<file path="src/shared/bmr_pkg.sv">
// constants, register map and types of the boot map and reset source block
// What this block does
// - map select one mirrors SRAM at the bottom region from address zero.
// - every kind of reset clears map select, restoring non-volatile memory at bottom.
// - clearing map select puts non-volatile memory back at address zero.
// - mirrored bottom region covers all exception vectors up to 0x00000020.
// - after reset with boot mode pin high, run kernel then branch to zero.
// - factory kernel is hidden; user code cannot access it.
// - four reset sources: external pin, power-on, watchdog expiry, software.
// - an external reset sets no source flag; the flags keep their earlier values.
// - power-on reset sets flag bit 0.
// - watchdog timeout reset sets flag bit 1.
// - writing one to flag bit 2 forces a reset and leaves bit set.
// - apart from power-on reset, which clears bits 1 and 2, a flag clears only by writing one to its clear register bit.
// - clearing must cover all set flags, else a reset event occurs.
package bmr_pkg;
    localparam int ADDR_W = 8;
    localparam logic [7:0] OFS_MAP = 8'h00;
    localparam logic [7:0] OFS_FLAGS = 8'h04;
    localparam logic [7:0] OFS_CLEAR = 8'h08;
    localparam logic [7:0] OFS_IRQ_STA = 8'h0c;
    localparam logic [7:0] OFS_IRQ_MASK = 8'h10;
    localparam logic [7:0] OFS_BOOT = 8'h14;
    // reset source flag field
    localparam int FLAGS_W = 3;
    localparam int FLAG_POR = 0;
    localparam int FLAG_WDT = 1;
    localparam int FLAG_SW = 2;
    localparam logic [2:0] FLAGS_POR_VAL = 3'h1;
    localparam int MAP_BIT = 0;
    localparam logic MAP_RESET = 1'b0;
    // interrupt event field
    localparam int IRQ_W = 4;
    localparam int IRQ_EXT = 0;
    localparam int IRQ_WDT = 1;
    localparam int IRQ_SW = 2;
    localparam int IRQ_BADCLR = 3;
    localparam logic [3:0] IRQ_RESET = 4'h0;
    // address regions
    localparam logic [31:0] VECTOR_LAST = 32'h0000_0020;
    localparam logic [31:0] MIRROR_END = 32'h0000_07ff;
    localparam logic [31:0] KERNEL_BASE = 32'h000f_f800;
    localparam logic [31:0] KERNEL_END = 32'h000f_ffff;
    localparam logic [31:0] RESET_VECTOR = 32'h0000_0000;
    // timing
    localparam int CLK_PERIOD_NS = 40;
    localparam int HOLD_NS = 200;
    localparam int HOLD_CYC = (HOLD_NS + CLK_PERIOD_NS - 1) / CLK_PERIOD_NS;
    localparam int KERNEL_NS = 20000;
    localparam int KERNEL_CYC = (KERNEL_NS + CLK_PERIOD_NS - 1) / CLK_PERIOD_NS;
    localparam int CNT_W = 10;
    typedef enum logic [1:0] {
        BOOT_HOLD = 2'b00,
        BOOT_KERNEL = 2'b01,
        BOOT_RUN = 2'b10
    } bmr_boot_t;
endpackage

</file>
<file path="src/hw/bmr_top.sv">
// boot memory map select, reset source flags and reset sequencer
`timescale 1ns/1ns
module bmr_top (
    input wire logic ref_clk,
    input wire logic rst,
    input wire logic wb_cyc_i,
    input wire logic wb_stb_i,
    input wire logic wb_we_i,
    input wire logic [7:0] wb_adr_i,
    input wire logic [3:0] wb_sel_i,
    input wire logic [31:0] wb_dat_i,
    output logic [31:0] wb_dat_o,
    output logic wb_ack_o,
    input wire logic ext_reset_n,
    input wire logic boot_mode_pin,
    input wire logic wdt_expire,
    input wire logic [31:0] cpu_addr,
    output logic core_reset,
    output logic kernel_run,
    output logic vector_branch,
    output logic remap_sram,
    output logic bottom_sram,
    output logic bottom_nvm,
    output logic kernel_sel,
    output logic kernel_fault,
    output logic irq
);
    localparam logic [9:0] HOLD_LAST = 10'(bmr_pkg::HOLD_CYC - 1);
    localparam logic [9:0] KERNEL_LAST = 10'(bmr_pkg::KERNEL_CYC - 1);

    // register offset match on the word address
    function automatic logic hit(input logic [7:0] adr, input logic [7:0] ofs);
        hit = (adr[7:2] == ofs[7:2]);
    endfunction

    logic ext_meta;
    logic ext_sync;
    logic ext_prev;
    logic boot_meta;
    logic boot_sync;
    logic [2:0] flags;
    logic [3:0] irq_sta;
    logic [3:0] irq_mask;
    bmr_pkg::bmr_boot_t state;
    logic [9:0] cnt;
    logic wr;
    logic sw_trig;
    logic clr_wr;
    logic bad_clr;
    logic ext_fall;
    logic chip_trig;
    logic [2:0] next_flags;
    logic [3:0] next_irq_sta;
    logic [3:0] irq_set;
    logic mirror_hit;
    logic kernel_hit;

    // two-stage synchronisers for the pins
    always_ff @(posedge ref_clk) begin
        if (rst) begin
            ext_meta <= 1'b1;
            ext_sync <= 1'b1;
            ext_prev <= 1'b1;
            boot_meta <= 1'b0;
            boot_sync <= 1'b0;
        end else begin
            ext_meta <= ext_reset_n;
            ext_sync <= ext_meta;
            ext_prev <= ext_sync;
            boot_meta <= boot_mode_pin;
            boot_sync <= boot_meta;
        end
    end

    // bus write strobe, taken in the cycle the ack is raised
    assign wr = wb_cyc_i & wb_stb_i & wb_we_i & ~wb_ack_o & wb_sel_i[0];
    assign sw_trig = wr & hit(wb_adr_i, bmr_pkg::OFS_FLAGS)
        & wb_dat_i[bmr_pkg::FLAG_SW];
    assign clr_wr = wr & hit(wb_adr_i, bmr_pkg::OFS_CLEAR);
    // a clear that leaves any set flag standing is itself a reset event
    assign bad_clr = clr_wr & (|(flags & ~wb_dat_i[2:0]));
    assign ext_fall = ext_prev & ~ext_sync;
    // external pin holds the chip in reset for as long as it is low
    assign chip_trig = ~ext_sync | wdt_expire | sw_trig | bad_clr;

    // flag update: hardware sets win over a clear in the same cycle
    always_comb begin
        next_flags = flags;
        if (clr_wr) begin
            next_flags = flags & ~wb_dat_i[2:0];
        end
        next_flags[bmr_pkg::FLAG_WDT] = next_flags[bmr_pkg::FLAG_WDT]
            | wdt_expire;
        next_flags[bmr_pkg::FLAG_SW] = next_flags[bmr_pkg::FLAG_SW]
            | sw_trig;
    end

    // flags: only the power-on reset reinitialises them; external sets none
    always_ff @(posedge ref_clk) begin
        if (rst) begin
            flags <= bmr_pkg::FLAGS_POR_VAL;
        end else begin
            flags <= next_flags;
        end
    end

    // map select: any reset returns non-volatile memory to the bottom
    always_ff @(posedge ref_clk) begin
        if (rst || chip_trig) begin
            remap_sram <= bmr_pkg::MAP_RESET;
        end else if (wr && hit(wb_adr_i, bmr_pkg::OFS_MAP)) begin
            // caller must run from above the mirrored region while switching
            remap_sram <= wb_dat_i[bmr_pkg::MAP_BIT];
        end
    end

    // interrupt events, sticky, write one to clear, set wins
    assign irq_set = {bad_clr, sw_trig, wdt_expire, ext_fall};
    always_comb begin
        next_irq_sta = irq_sta;
        if (wr && hit(wb_adr_i, bmr_pkg::OFS_IRQ_STA)) begin
            next_irq_sta = irq_sta & ~wb_dat_i[3:0];
        end
        next_irq_sta = next_irq_sta | irq_set;
    end

    // interrupt status survives chip resets so the handler can see it
    always_ff @(posedge ref_clk) begin
        if (rst) begin
            irq_sta <= bmr_pkg::IRQ_RESET;
            irq_mask <= bmr_pkg::IRQ_RESET;
            irq <= 1'b0;
        end else begin
            irq_sta <= next_irq_sta;
            if (wr && hit(wb_adr_i, bmr_pkg::OFS_IRQ_MASK)) begin
                irq_mask <= wb_dat_i[3:0];
            end
            irq <= |(irq_sta & irq_mask);
        end
    end

    // reset sequencer: hold core, run hidden kernel, branch to vector
    always_ff @(posedge ref_clk) begin
        if (rst || chip_trig) begin
            state <= bmr_pkg::BOOT_HOLD;
            cnt <= 10'h000;
            core_reset <= 1'b1;
            kernel_run <= 1'b0;
            vector_branch <= 1'b0;
        end else begin
            vector_branch <= 1'b0;
            case (state)
                bmr_pkg::BOOT_HOLD: begin
                    if (cnt == HOLD_LAST) begin
                        state <= bmr_pkg::BOOT_KERNEL;
                        cnt <= 10'h000;
                        core_reset <= 1'b0;
                        kernel_run <= 1'b1;
                    end else begin
                        cnt <= cnt + 10'h001;
                    end
                end
                bmr_pkg::BOOT_KERNEL: begin
                    // with the pin low the kernel keeps control (download mode)
                    if (cnt != KERNEL_LAST) begin
                        cnt <= cnt + 10'h001;
                    end else if (boot_sync) begin
                        state <= bmr_pkg::BOOT_RUN;
                        kernel_run <= 1'b0;
                        vector_branch <= 1'b1;
                    end
                end
                bmr_pkg::BOOT_RUN: begin
                    cnt <= 10'h000;
                end
                default: begin
                    state <= bmr_pkg::BOOT_HOLD;
                    cnt <= 10'h000;
                    core_reset <= 1'b1;
                    kernel_run <= 1'b0;
                end
            endcase
        end
    end

    // address decode, registered so every output is a flip-flop
    assign mirror_hit = (cpu_addr <= bmr_pkg::MIRROR_END);
    assign kernel_hit = (cpu_addr >= bmr_pkg::KERNEL_BASE)
        && (cpu_addr <= bmr_pkg::KERNEL_END);
    always_ff @(posedge ref_clk) begin
        if (rst) begin
            bottom_sram <= 1'b0;
            bottom_nvm <= 1'b0;
            kernel_sel <= 1'b0;
            kernel_fault <= 1'b0;
        end else begin
            bottom_sram <= mirror_hit & remap_sram;
            bottom_nvm <= mirror_hit & ~remap_sram;
            // kernel space only answers while the kernel itself runs
            kernel_sel <= kernel_hit & kernel_run;
            kernel_fault <= kernel_hit & ~kernel_run;
        end
    end

    // wishbone slave: one wait-free ack, unmapped reads return zero
    always_ff @(posedge ref_clk) begin
        if (rst) begin
            wb_ack_o <= 1'b0;
            wb_dat_o <= 32'h0000_0000;
        end else begin
            wb_ack_o <= wb_cyc_i & wb_stb_i & ~wb_ack_o;
            wb_dat_o <= 32'h0000_0000;
            if (wb_cyc_i && wb_stb_i && !wb_ack_o && !wb_we_i) begin
                if (hit(wb_adr_i, bmr_pkg::OFS_MAP)) begin
                    wb_dat_o <= {31'h0, remap_sram};
                end else if (hit(wb_adr_i, bmr_pkg::OFS_FLAGS)) begin
                    wb_dat_o <= {29'h0, flags};
                end else if (hit(wb_adr_i, bmr_pkg::OFS_IRQ_STA)) begin
                    wb_dat_o <= {28'h0, irq_sta};
                end else if (hit(wb_adr_i, bmr_pkg::OFS_IRQ_MASK)) begin
                    wb_dat_o <= {28'h0, irq_mask};
                end else if (hit(wb_adr_i, bmr_pkg::OFS_BOOT)) begin
                    wb_dat_o <= {28'h0, kernel_run, core_reset, state};
                end
            end
        end
    end
endmodule

</file>
<file path="config.mk">
export PLATFORM = sky130hd
export DESIGN_NAME = bmr_top
export DESIGN_NICKNAME = d
export VERILOG_FILES = /design/src/shared/bmr_pkg.sv /design/src/hw/bmr_top.sv
export SDC_FILE = /design/constraint.sdc
export NUM_CORES = 1
export LEC_CHECK = 0
export BUFFER_PORTS_ARGS = -buffer_cell sky130_fd_sc_hd__buf_2
export CORE_UTILIZATION = 44
export DETAILED_ROUTE_END_ITERATION = 6
export PLACE_DENSITY_LB_ADDON = 0.15
export SLEW_MARGIN = 20
export SYNTH_ARGS = -nofsm -noshare
export SYNTH_HDL_FRONTEND = slang
export SYNTH_SLANG_ARGS = --single-unit
</file>
<file path="constraint.sdc">
create_clock -name ref_clk -period 2.6 [get_ports ref_clk]
set_clock_uncertainty 0.05 [all_clocks]
set_input_delay 0.13 -clock ref_clk [delete_from_list [all_inputs] [get_ports ref_clk]]
set_output_delay 0.13 -clock ref_clk [all_outputs]
set_load 0.05 [all_outputs]
</file>
# After elaboration in Yosys (flattened, before gate mapping)

Cells that the tools add are included.
W data, S select, Z words.

$add $sub $neg: 1
Order comparisons: 3
Equality and inequality tests: 13
Muxes and demuxes: 21
Bitwise logic cells: 33
Reductions and logical operators: 22

Operator list:

| kind                    | number |
|---|---|
| $ge A32 B20 Y1 const B  | 1 |
| $le A32 B11 Y1 const B  | 1 |
| $le A32 B20 Y1 const B  | 1 |
| $mux W10                | 2 |
| $pmux W10 S2            | 1 |
| $mux W4                 | 4 |
| $and A1 B1 Y1           | 14 |
| $eq A6 B2 Y1 const B    | 2 |
| $eq A6 B3 Y1 const B    | 2 |
| $add A10 B1 Y10 const B | 1 |
| $eq A10 B3 Y1 const B   | 1 |
| $ne A10 B9 Y1 const B   | 1 |
| $reduce_or A3 Y1        | 3 |
| $and A4 B4 Y4           | 2 |
| $ne A2 B2 Y1 const B    | 4 |
| $not A1 Y1              | 8 |
| $reduce_or A4 Y1        | 2 |
| $logic_and A1 B1 Y1     | 7 |
| $eq A6 B1 Y1 const B    | 1 |
| $logic_not A6 Y1        | 1 |
| $mux W1                 | 6 |
| $mux W2                 | 3 |
| $mux W3                 | 2 |
| $pmux W2 S3             | 1 |
| other kinds (16)        | 22 |

Register bits: 70
Output and inout bits: 42
Word-level logic and storage cells: 118

# Longest topological paths before layout

Gate-level depths: netlist of the first run.

Depth after elaboration: 10
Mapped depth: 7
Depth with buffers taken out: 6

# Least setup slack after synthesis of the first run

No wires, ideal clock.

Kind: flip-flop to flip-flop
Start: register state[0]
End: register cnt[0]
Library setup time: 0.116 ns
Arrival time: 1.949 ns
Required time: 2.434 ns
Slack: 0.485 ns
Cell stages (with the launch flop): 7
Path buffers: 1
Path through: dfxtp_1 ha_1 or4_1 o32ai_2 buf_4 or3_1 a21oi_1

Cells in the longest elaborated chain, start to end: 2
Elaborated cells on any way between the ends: 4

RTL lines:

| element                                                 | RTL line       | source |
|---|---|---|
| from (decl)                                             | bmr_top.sv:44  | `bmr_pkg::bmr_boot_t state;` |
| from (signal assigned)                                  | bmr_top.sv:145 | `state <= bmr_pkg::BOOT_HOLD;` |
| from (signal assigned)                                  | bmr_top.sv:155 | `state <= bmr_pkg::BOOT_KERNEL;` |
| from (signal assigned)                                  | bmr_top.sv:168 | `state <= bmr_pkg::BOOT_RUN;` |
| $eq A2 B1 Y1 / $logic_not A2 Y1 (equally long branches) | bmr_top.sv:152 | `case (state)` |
| $pmux W10 S2 / $ne A2 B2 Y1 (equally long branches)     | -              |  |
| to (signal assigned)                                    | bmr_top.sv:160 | `cnt <= cnt + 10'h001;` |
| to (signal assigned)                                    | bmr_top.sv:166 | `cnt <= cnt + 10'h001;` |
| to (decl)                                               | bmr_top.sv:45  | `logic [9:0] cnt;` |

Parallel ways exist; a longest one is shown, timed or not.
A chain may end at the register's enable or synchronous reset.

# Worst setup path in the final report of the first run

Start: register state[1]
End: register cnt[1]

Same word-level chain as after synthesis.

==> results of run 1 <==
final timing paths:
path / from / endpoint / depth (start not counted)
worst max-delay path: state[1] / cnt[1] / 7
worst min-delay path: wb_we_i / wb_dat_o[0] / 2
worst max register to register: state[1] / cnt[1] / 7
worst min register to register: ext_meta / ext_sync / 1
worst max-delay path, delay by kind of cell, from the launching register on:
| kind | cells | cell delay, ps |
|---|---|---|
| compound gates | 2 | 300 |
| fa+ha+maj | 1 | 270 |
| flops | 1 | 350 |
| simple gates | 2 | 690 |
| buf+inv | 2 | 300 |
cells in the final DEF (no fill, tap or decap), drive strengths merged, types with 2 or more instances in the layout:
master / instances
or3b: 4
o211ai: 2
xor2: 2
o41ai: 2
clkbuf: 6
ha: 5
nor3: 16
a22oi: 3
or3: 4
mux2i: 6
a22o: 2
nand3: 10
nand4: 7
nand2b: 6
buf: 56
o21ai: 4
xnor2: 5
o31ai: 6
nor2b: 7
or4: 4
nor2: 17
or2: 6
dfxtp: 41
dlygate4sd3: 2
inv: 13
and3b: 2
nand3b: 2
a21oi: 14
nor4: 9
conb: 28
nand2: 12
synthesized netlist by cell type, types with 4 or more instances:
cell / n
a21oi_1: 14
buf_4: 29
clkbuf_1: 4
dfxtp_1: 41
ha_1: 5
inv_1: 13
mux2i_1: 6
nand2_1: 12
nand2b_1: 6
nand3_1: 10
nand4_1: 7
nor2_1: 17
nor2b_1: 7
nor3_1: 16
nor4_1: 6
o21ai_0: 4
o31ai_1: 6
or2_2: 6
or4_1: 4
xnor2_1: 5
flip-flops by register name, indices dropped and copies added, names as in the netlist:
register / flops
ext_prev: 1
kernel_sel: 1
kernel_fault: 1
bottom_nvm: 1
irq_sta: 4
wb_ack_o: 1
vector_branch: 1
irq_mask: 4
boot_meta: 1
state: 2
flags: 3
boot_sync: 1
bottom_sram: 1
ext_sync: 1
irq: 1
ext_meta: 1
cnt: 10
remap_sram: 1
wb_dat_o: 4
core_reset: 1
power breakdown:
| part | switching, mW | internal [mW] | total [mW] |
|---|---|---|---|
| clock | 0.222 | 0.312 | 0.534 |
| combinational | 0.175 | 0.0710 | 0.246 |
| sequential | 0.0129 | 0.642 | 0.655 |
kinds of logic after synthesis:
logic type | after synthesis | synth area share
AOI/OAI and AO/OA | 41 | 0.1362
buffers and inverters | 49 | 0.1340
and+or+nand+nor | 108 | 0.2835
adders and majority gates | 5 | 0.02769
DFF | 41 | 0.3632
other | 1 | 0.001660
muxes | 6 | 0.02658
xor gates and xnor gates | 7 | 0.02713
final cells by class:
cell class                 instances  area share
clock buffer                       6     0.03153
clock inverter                     2     0.01433
inverter                          13     0.01863
multi-input combinational        195      0.4725
sequential                        41      0.3134
tap                               67     0.03201
timing repair buffer              58      0.1175
routing by layer:
metal,wire length [um],track usage
met1,2215,0.2496
met2,2123,0.2997
met3,360,0.05350
met4,84,0.06838
met5,0,0
timing repair:
item | in CTS | in global routing
setup buffers | 0 | 0
hold endpoints to repair | 2 | 0
hold buffers | 2 | 0
==> summary.txt, run 1 <==
Unique masters post-synth: 47
Cells after Synth: 258
Boundary Pins: 126
DP Worst Slack: 526.6 ps
Top cells by area, synth: dfxtp_1 (36%), buf_4 (9.6%), nor3_1 (3.5%)
DR DRC count: 0
Initial core utilization: 0.4691
Clock root buffer: clkbuf_8
CTS clock-pin slew for the worst setup and hold paths: 80 ps
Post-route cell area: 2619 sq um
Number of global-route vias before repair: 1,716
Top-area cell type share of the netlist area: 0.3632
DR WL/cell: 12.52 um
Setup total negative slack: 0 ps
CP cell instances: inv_1 -> ha_1 -> or4_1 -> o32ai_2 -> buf_4 -> or3b_2 -> a21oi_1
Asr flop ratio synth: 0
Utilization after layout: 0.5436
Drt first-iter violations: 127
Placed cell areas: 2479 sq um
Synthesized area: 2260 sq um
# rows: 25
Final cell count without fillers: 382
Multi-input gate area: 1237 sq um
Htree depth: 2
F_max: 0.4766 GHz
Nets: 403
Share of the yosys chip area belonging to registers: 0.3632
Status: completed
Post-DRT Antenna Nets: 0
PwrDens: 548.2 nW/um^2
Die H: 73.67 um
Worst slew pin tran: 672.2 ps
Total Wirelength: 4783 um
Initial antenna violation count: 0
Crit path capture type: flip-flop
Gr usage total: 0.1907
Slowest cell on crit path: or4_1
TritonCTS Sinks: 41
Tmin final: 2098 ps
Startpoint types: flip-flop
Largest area contributor in the netlist: dfxtp_1
Hold WS: 14.02 ps
Antenna diode count: 0
Slew HR: 0.5515
Core outline area: 4817 sq um
CP Max Fanout: 10
Fill cell count: 481
Final Max Tran Viols: 0
VDD IR max: 0.2410 mV
RSZ-0062 raised after global routing: no
Period utilization: 0.8069
RePlAce Congestion: 0.7930
Crit path DAT: 2200 ps
Hpwl dp: 3646 um
Vias per cell: 5.058
Max stage delay on crit path: 560 ps
Largest net degree at the start of global routing: 21
Setup violators final: 0
Number of buffers added on ports: 53
Critical path class: reg -> reg
Ys flop type: dfxtp_1
Req. time, crit path: 2710 ps
Avg Cell Area, Syn: 8.758 sq um
Remaining global-route overflow: 0
Clock latency on the worst-skew pair: 300 ps
Setup WS post-layout: 502.0 ps
R2r setup slk: 500 ps
Post-synth EDFFs: 0
Syn. warnings: 0
Dpl cells: 372
Synth-to-Final Area Change: 15.89%
Die Wd: 73.67 um
First-pass GRT wire length: 7824 um
Die ar.: 5427 sq um
Share of layout cells above drive strength 1: 0.2540
Max-cap violations: 0
Power, Total: 1.436 mW
Synth Register Bits: 41
Final Hold Viols: 0
PostCTS Resize Cnt: 0
Hold Crit Class: in -> reg
Clock Path Buffers: 2
Clock buffer count from CTS: 5
CTS tree: built
Pre-antenna DRT Iters: 4
Routed vias: 1,932
Leak: 1.047 nW
Sequential cell area: 820.8 sq um
No activity file was read; power rests on OpenSTA's default activity.
==> inputs of run 2 (changes only) <==
==> constraint.sdc (replaced) <==
create_clock -name ref_clk -period 2.1 [get_ports ref_clk]
set_clock_uncertainty 0.05 [all_clocks]
set_input_delay 0.105 -clock ref_clk [delete_from_list [all_inputs] [get_ports ref_clk]]
set_output_delay 0.105 -clock ref_clk [all_outputs]
set_load 0.05 [all_outputs]
==> summary.txt, run 2 (synthesized netlist as in run 1, its figures left out) <==
Nets: 406
Gr usage total: 0.1852
Initial core utilization: 0.4691
Setup WS post-layout: 138.1 ps
VDD IR max: 0.3015 mV
Setup violators final: 0
DP Worst Slack: 117.9 ps
Final Max Tran Viols: 0
Max-cap violations: 0
RePlAce Congestion: 0.8215
Biggest register: cnt
Fill cell count: 469
Antenna diode count: 0
CTS clock-pin slew for the worst setup and hold paths: 70 ps
# rows: 25
Clock Path Buffers: 2
Remaining global-route overflow: 0
Clock buffer count from CTS: 5
Synth-to-Final Area Change: 16.06%
Leak: 1.049 nW
DR WL/cell: 12.38 um
Utilization after layout: 0.5444
Routed vias: 1,897
Crit path capture type: flip-flop
F_max: 0.5097 GHz
Share of layout cells above drive strength 1: 0.2555
Setup total negative slack: 0 ps
TritonCTS Sinks: 41
Critical path class: reg -> reg
Largest net degree at the start of global routing: 21
Tmin final: 1962 ps
Number of buffers added on ports: 53
Status: completed
Clock latency on the worst-skew pair: 290 ps
Initial antenna violation count: 0
Dpl cells: 374
Post-route cell area: 2623 sq um
Clock root buffer: clkbuf_8
Req. time, crit path: 2230 ps
Largest register FFs: 10
Setup bufs post-CTS: 0
Slew HR: 0.6691
First-pass GRT wire length: 7734 um
Core outline area: 4817 sq um
Die ar.: 5427 sq um
RSZ-0062 raised after global routing: no
Vias per cell: 4.940
CTS tree: built
Htree depth: 2
Hpwl dp: 3598 um
Drt first-iter violations: 114
Placed cell areas: 2495 sq um
Hold WS: 26.09 ps
Die Wd: 73.67 um
Multi-input gate area: 1249 sq um
PwrDens: 625.2 nW/um^2
DR DRC count: 0
Final Hold Viols: 0
CP Max Fanout: 7
Hold Crit Class: in -> reg
Final cell count without fillers: 384
Pre-antenna DRT Iters: 4
Crit path DAT: 2090 ps
Die H: 73.67 um
Number of global-route vias before repair: 1,740
Power, Total: 1.640 mW
Sequential cell area: 822.0 sq um
Total Wirelength: 4754 um
Boundary Pins: 126
FF-to-FF path depth: 6
Worst slew pin tran: 492.2 ps
Post-DRT Antenna Nets: 0
Commonest non-fill, non-tap cell in the layout: buf_2
Period utilization: 0.9342
Startpoint types: flip-flop
Worst Hold Depth: 3
Commonest cells after routing, fill and taps aside: buf_2 (53), dfxtp_1 (40), conb_1 (28), nor2_1 (17), nor3_1 (16)
## run 2: cell count changes in the layout (fill, tap and decap cells not counted)
| cell | change |
|---|---|
| buf_4 | +2 |
| bufinv_16 | -1 |
| clkbuf_1 | +1 |
| clkinvlp_4 | -1 |
| dfxtp_1 | -1 |
| dfxtp_2 | +1 |
| dlygate4sd3_1 | +1 |
| o32ai_2 | -1 |
| o32ai_4 | +1 |
## run 2: repair_timing
item,CTS,global route
endpoints found under the hold margin,3,0
hold buffers,3,0
gates resized for setup,0,1
endpoints found under the setup margin,0,7
## run 2: metal layers
metal | global-route usage | part of all wire
met4 | 0.07479 | 0.015
met2 | 0.3048 | 0.44
met5 | 0 | 0
met3 | 0.04527 | 0.067
met1 | 0.2312 | 0.48
## run 2: power breakdown
group          switching (mW)  internal (mW)  total [mW]
Clock                   0.253          0.261       0.514
Combinational           0.219         0.0939       0.313
Sequential             0.0171          0.796       0.813
## run 2: layout make-up
class,instances,area share
clock buffers,7,0.03292
repair buffers,61,0.1269
flip-flops and latches,41,0.3135
inverters,13,0.01861
well taps,67,0.03197
multi-input cells,195,0.4761
## run 2: worst max-delay path, cell delays in order, from the launching register on
cell and delay [ps]:
dfxtp_1 360, inv_1 80, ha_1 200, or4_1 570, o32ai_4 310, buf_4 220, nor3_1 60
## run 2: worst paths after layout
path / from / end / slack (ps)
worst min-delay path: wb_dat_i[3] / irq_mask[3] / 30
worst max-delay path: state[1] / cnt[9] / 140
worst min register to register: ext_meta / ext_sync / 360
worst max register to register: state[1] / cnt[9] / 140
==> inputs of run 3 (changes only) <==
--- a/config.mk
+++ b/config.mk
@@ -6,7 +6,7 @@
 export NUM_CORES = 1
 export LEC_CHECK = 0
 export BUFFER_PORTS_ARGS = -buffer_cell sky130_fd_sc_hd__buf_2
-export CORE_UTILIZATION = 44
+export CORE_UTILIZATION = 39
 export DETAILED_ROUTE_END_ITERATION = 6
 export PLACE_DENSITY_LB_ADDON = 0.15
 export SLEW_MARGIN = 20
==> summary.txt, run 3 (synthesized netlist as in run 1, its figures left out) <==
Clock latency on the worst-skew pair: 290 ps
Max-cap violations: 0
Clock Path Buffers: 2
Synth-to-Final Area Change: 17.66%
Clock buffer count from CTS: 5
DR WL/cell: 12.36 um
PwrDens: 620.7 nW/um^2
TritonCTS Sinks: 41
Die H: 78.12 um
Slowest cell on crit path: or4_1
Pre-antenna DRT Iters: 6
Setup bufs post-CTS: 0
RePlAce Congestion: 0.8578
Post-DRT Antenna Nets: 0
Number of buffers added on ports: 53
Boundary Pins: 126
Largest register FFs: 10
Hpwl dp: 3733 um
Biggest register: cnt
Tmin final: 1965 ps
Die Wd: 78.12 um
Routed vias: 1,982
Initial core utilization: 0.4079
Vias per cell: 5.043
Drt first-iter violations: 138
Dpl cells: 383
Hold WS: 25.51 ps
Slew HR: 0.6662
Crit path buffers/inverters: 2
M1 wire length: 2300 um
Worst slew pin tran: 496.5 ps
FF-to-FF path depth: 6
Crit path DAT: 2090 ps
Worst r2r src: state[1]
CTS tree: built
Worst Hold Depth: 3
HP Start: wb_dat_i[3]
Setup violators final: 0
Number of global-route vias before repair: 1,748
# rows: 27
Utilization after layout: 0.4799
RSZ-0062 raised after global routing: no
DR DRC count: 0
CP Max Fanout: 6
Leak: 1.070 nW
Largest net degree at the start of global routing: 21
R2r setup slk: 130 ps
First-pass GRT wire length: 8031 um
Post-route cell area: 2659 sq um
Startpoint types: flip-flop
Core outline area: 5540 sq um
Crit path capture type: flip-flop
Share of layout cells above drive strength 1: 0.2648
Top Family by Delay on Critical Path: simple AND/OR/NAND/NOR gates
Critical path class: reg -> reg
Clock root buffer: clkbuf_8
F_max: 0.5089 GHz
Routed met3 length: 393 um
Nets: 410
Initial antenna violation count: 0
Met2 wire length: 2106 um
Antenna diode count: 0
VDD IR max: 0.3764 mV
Max stage delay on crit path: 580 ps
Highest routed layer: met4
Worst Setup SP: state[1]
Setup total negative slack: 0 ps
Placed cell areas: 2531 sq um
Remaining global-route overflow: 0
Fill cell count: 574
Hold Crit Class: in -> reg
Commonest non-fill, non-tap cell in the layout: buf_2
Htree depth: 2
Final Max Tran Viols: 0
Worst hold endpoint: irq_mask[3]
CP cell instances: inv_1 -> ha_1 -> or4_1 -> o32ai_4 -> buf_4 -> a211oi_1
Status: completed
Req. time, crit path: 2230 ps
Final cell count without fillers: 393
Total Wirelength: 4857 um
Die ar.: 6103 sq um
R2R Path End: cnt[2]
CTS clock-pin slew for the worst setup and hold paths: 70 ps
Period utilization: 0.9358
Gr usage total: 0.1660
Final Hold Viols: 0
Commonest cells after routing, fill and taps aside: buf_2 (53), dfxtp_1 (40), conb_1 (28), nor2_1 (17), nor3_1 (16)
-- run 3: cell count changes in the layout (fill, tap and decap cells not counted), sizes merged --
cell  previous run  this run
buf             58        62
-- run 3: per-layer routing --
metal  global-route usage  up-vias
met5                    0        -
met4              0.06296        0
met3              0.03953        5
met2               0.2579       84
met1               0.2216      908
li1                     -      985
-- run 3: power by group --
group / internal, mW / leakage (nW) / switching, mW / total, mW
Sequential: 0.795 / 0.333 / 0.0163 / 0.812
Combinational: 0.0995 / 0.692 / 0.221 / 0.320
Clock: 0.261 / 0.0443 / 0.257 / 0.518
Total: 1.16 / 1.07 / 0.494 / 1.65
-- run 3: timing repair --
item / 4_1_cts / 5_1_grt
setup endpoints to repair: 0 / 7
hold buffers: 3 / 0
endpoints found under the hold margin: 3 / 0
gates resized for setup: 0 / 1
-- run 3: worst reg2reg max path, cell delays in order, from the launching register on --
cell and delay [ps]:
dfxtp_1 350, inv_1 60, ha_1 190, or4_1 580
o32ai_4 350, buf_4 220, a211oi_1 50
-- run 3: worst max path at each step --
stage | cells past startpoint | to | slack, ps
4_1_cts | 6 | cnt[2] | 60
6_report | 6 | cnt[2] | 130
3_5_place_dp | 6 | cnt[2] | 90
5_1_grt | 6 | cnt[3] | 50
2_1_floorplan | 6 | cnt[0] | 140
3_3_place_gp | 6 | cnt[6] | 130
-- run 3: area by class of cell --
cell class	instances	area, sq um	share of cell area
Timing Repair Buffer	65	362.8	0.1365
Clock buffer	7	86.33	0.03247
Tap cell	72	90.09	0.03388
Sequential cell	41	822.0	0.3092
Multi-Input combinational cell	195	1249	0.4696
Inverter	13	48.80	0.01835
-- run 3: metrics by stage --
| step | power (mW) | worst slack (ps) |
|---|---|---|
| 2_1_floorplan | 1.096 | 135.0 |
| 3_3_place_gp | 1.140 | 132.5 |
| 3_5_place_dp | 1.142 | 87.65 |
| 4_1_cts | 1.664 | 58.30 |
| 5_1_grt | 1.735 | 54.60 |
| 6_report | 1.650 | 134.9 |
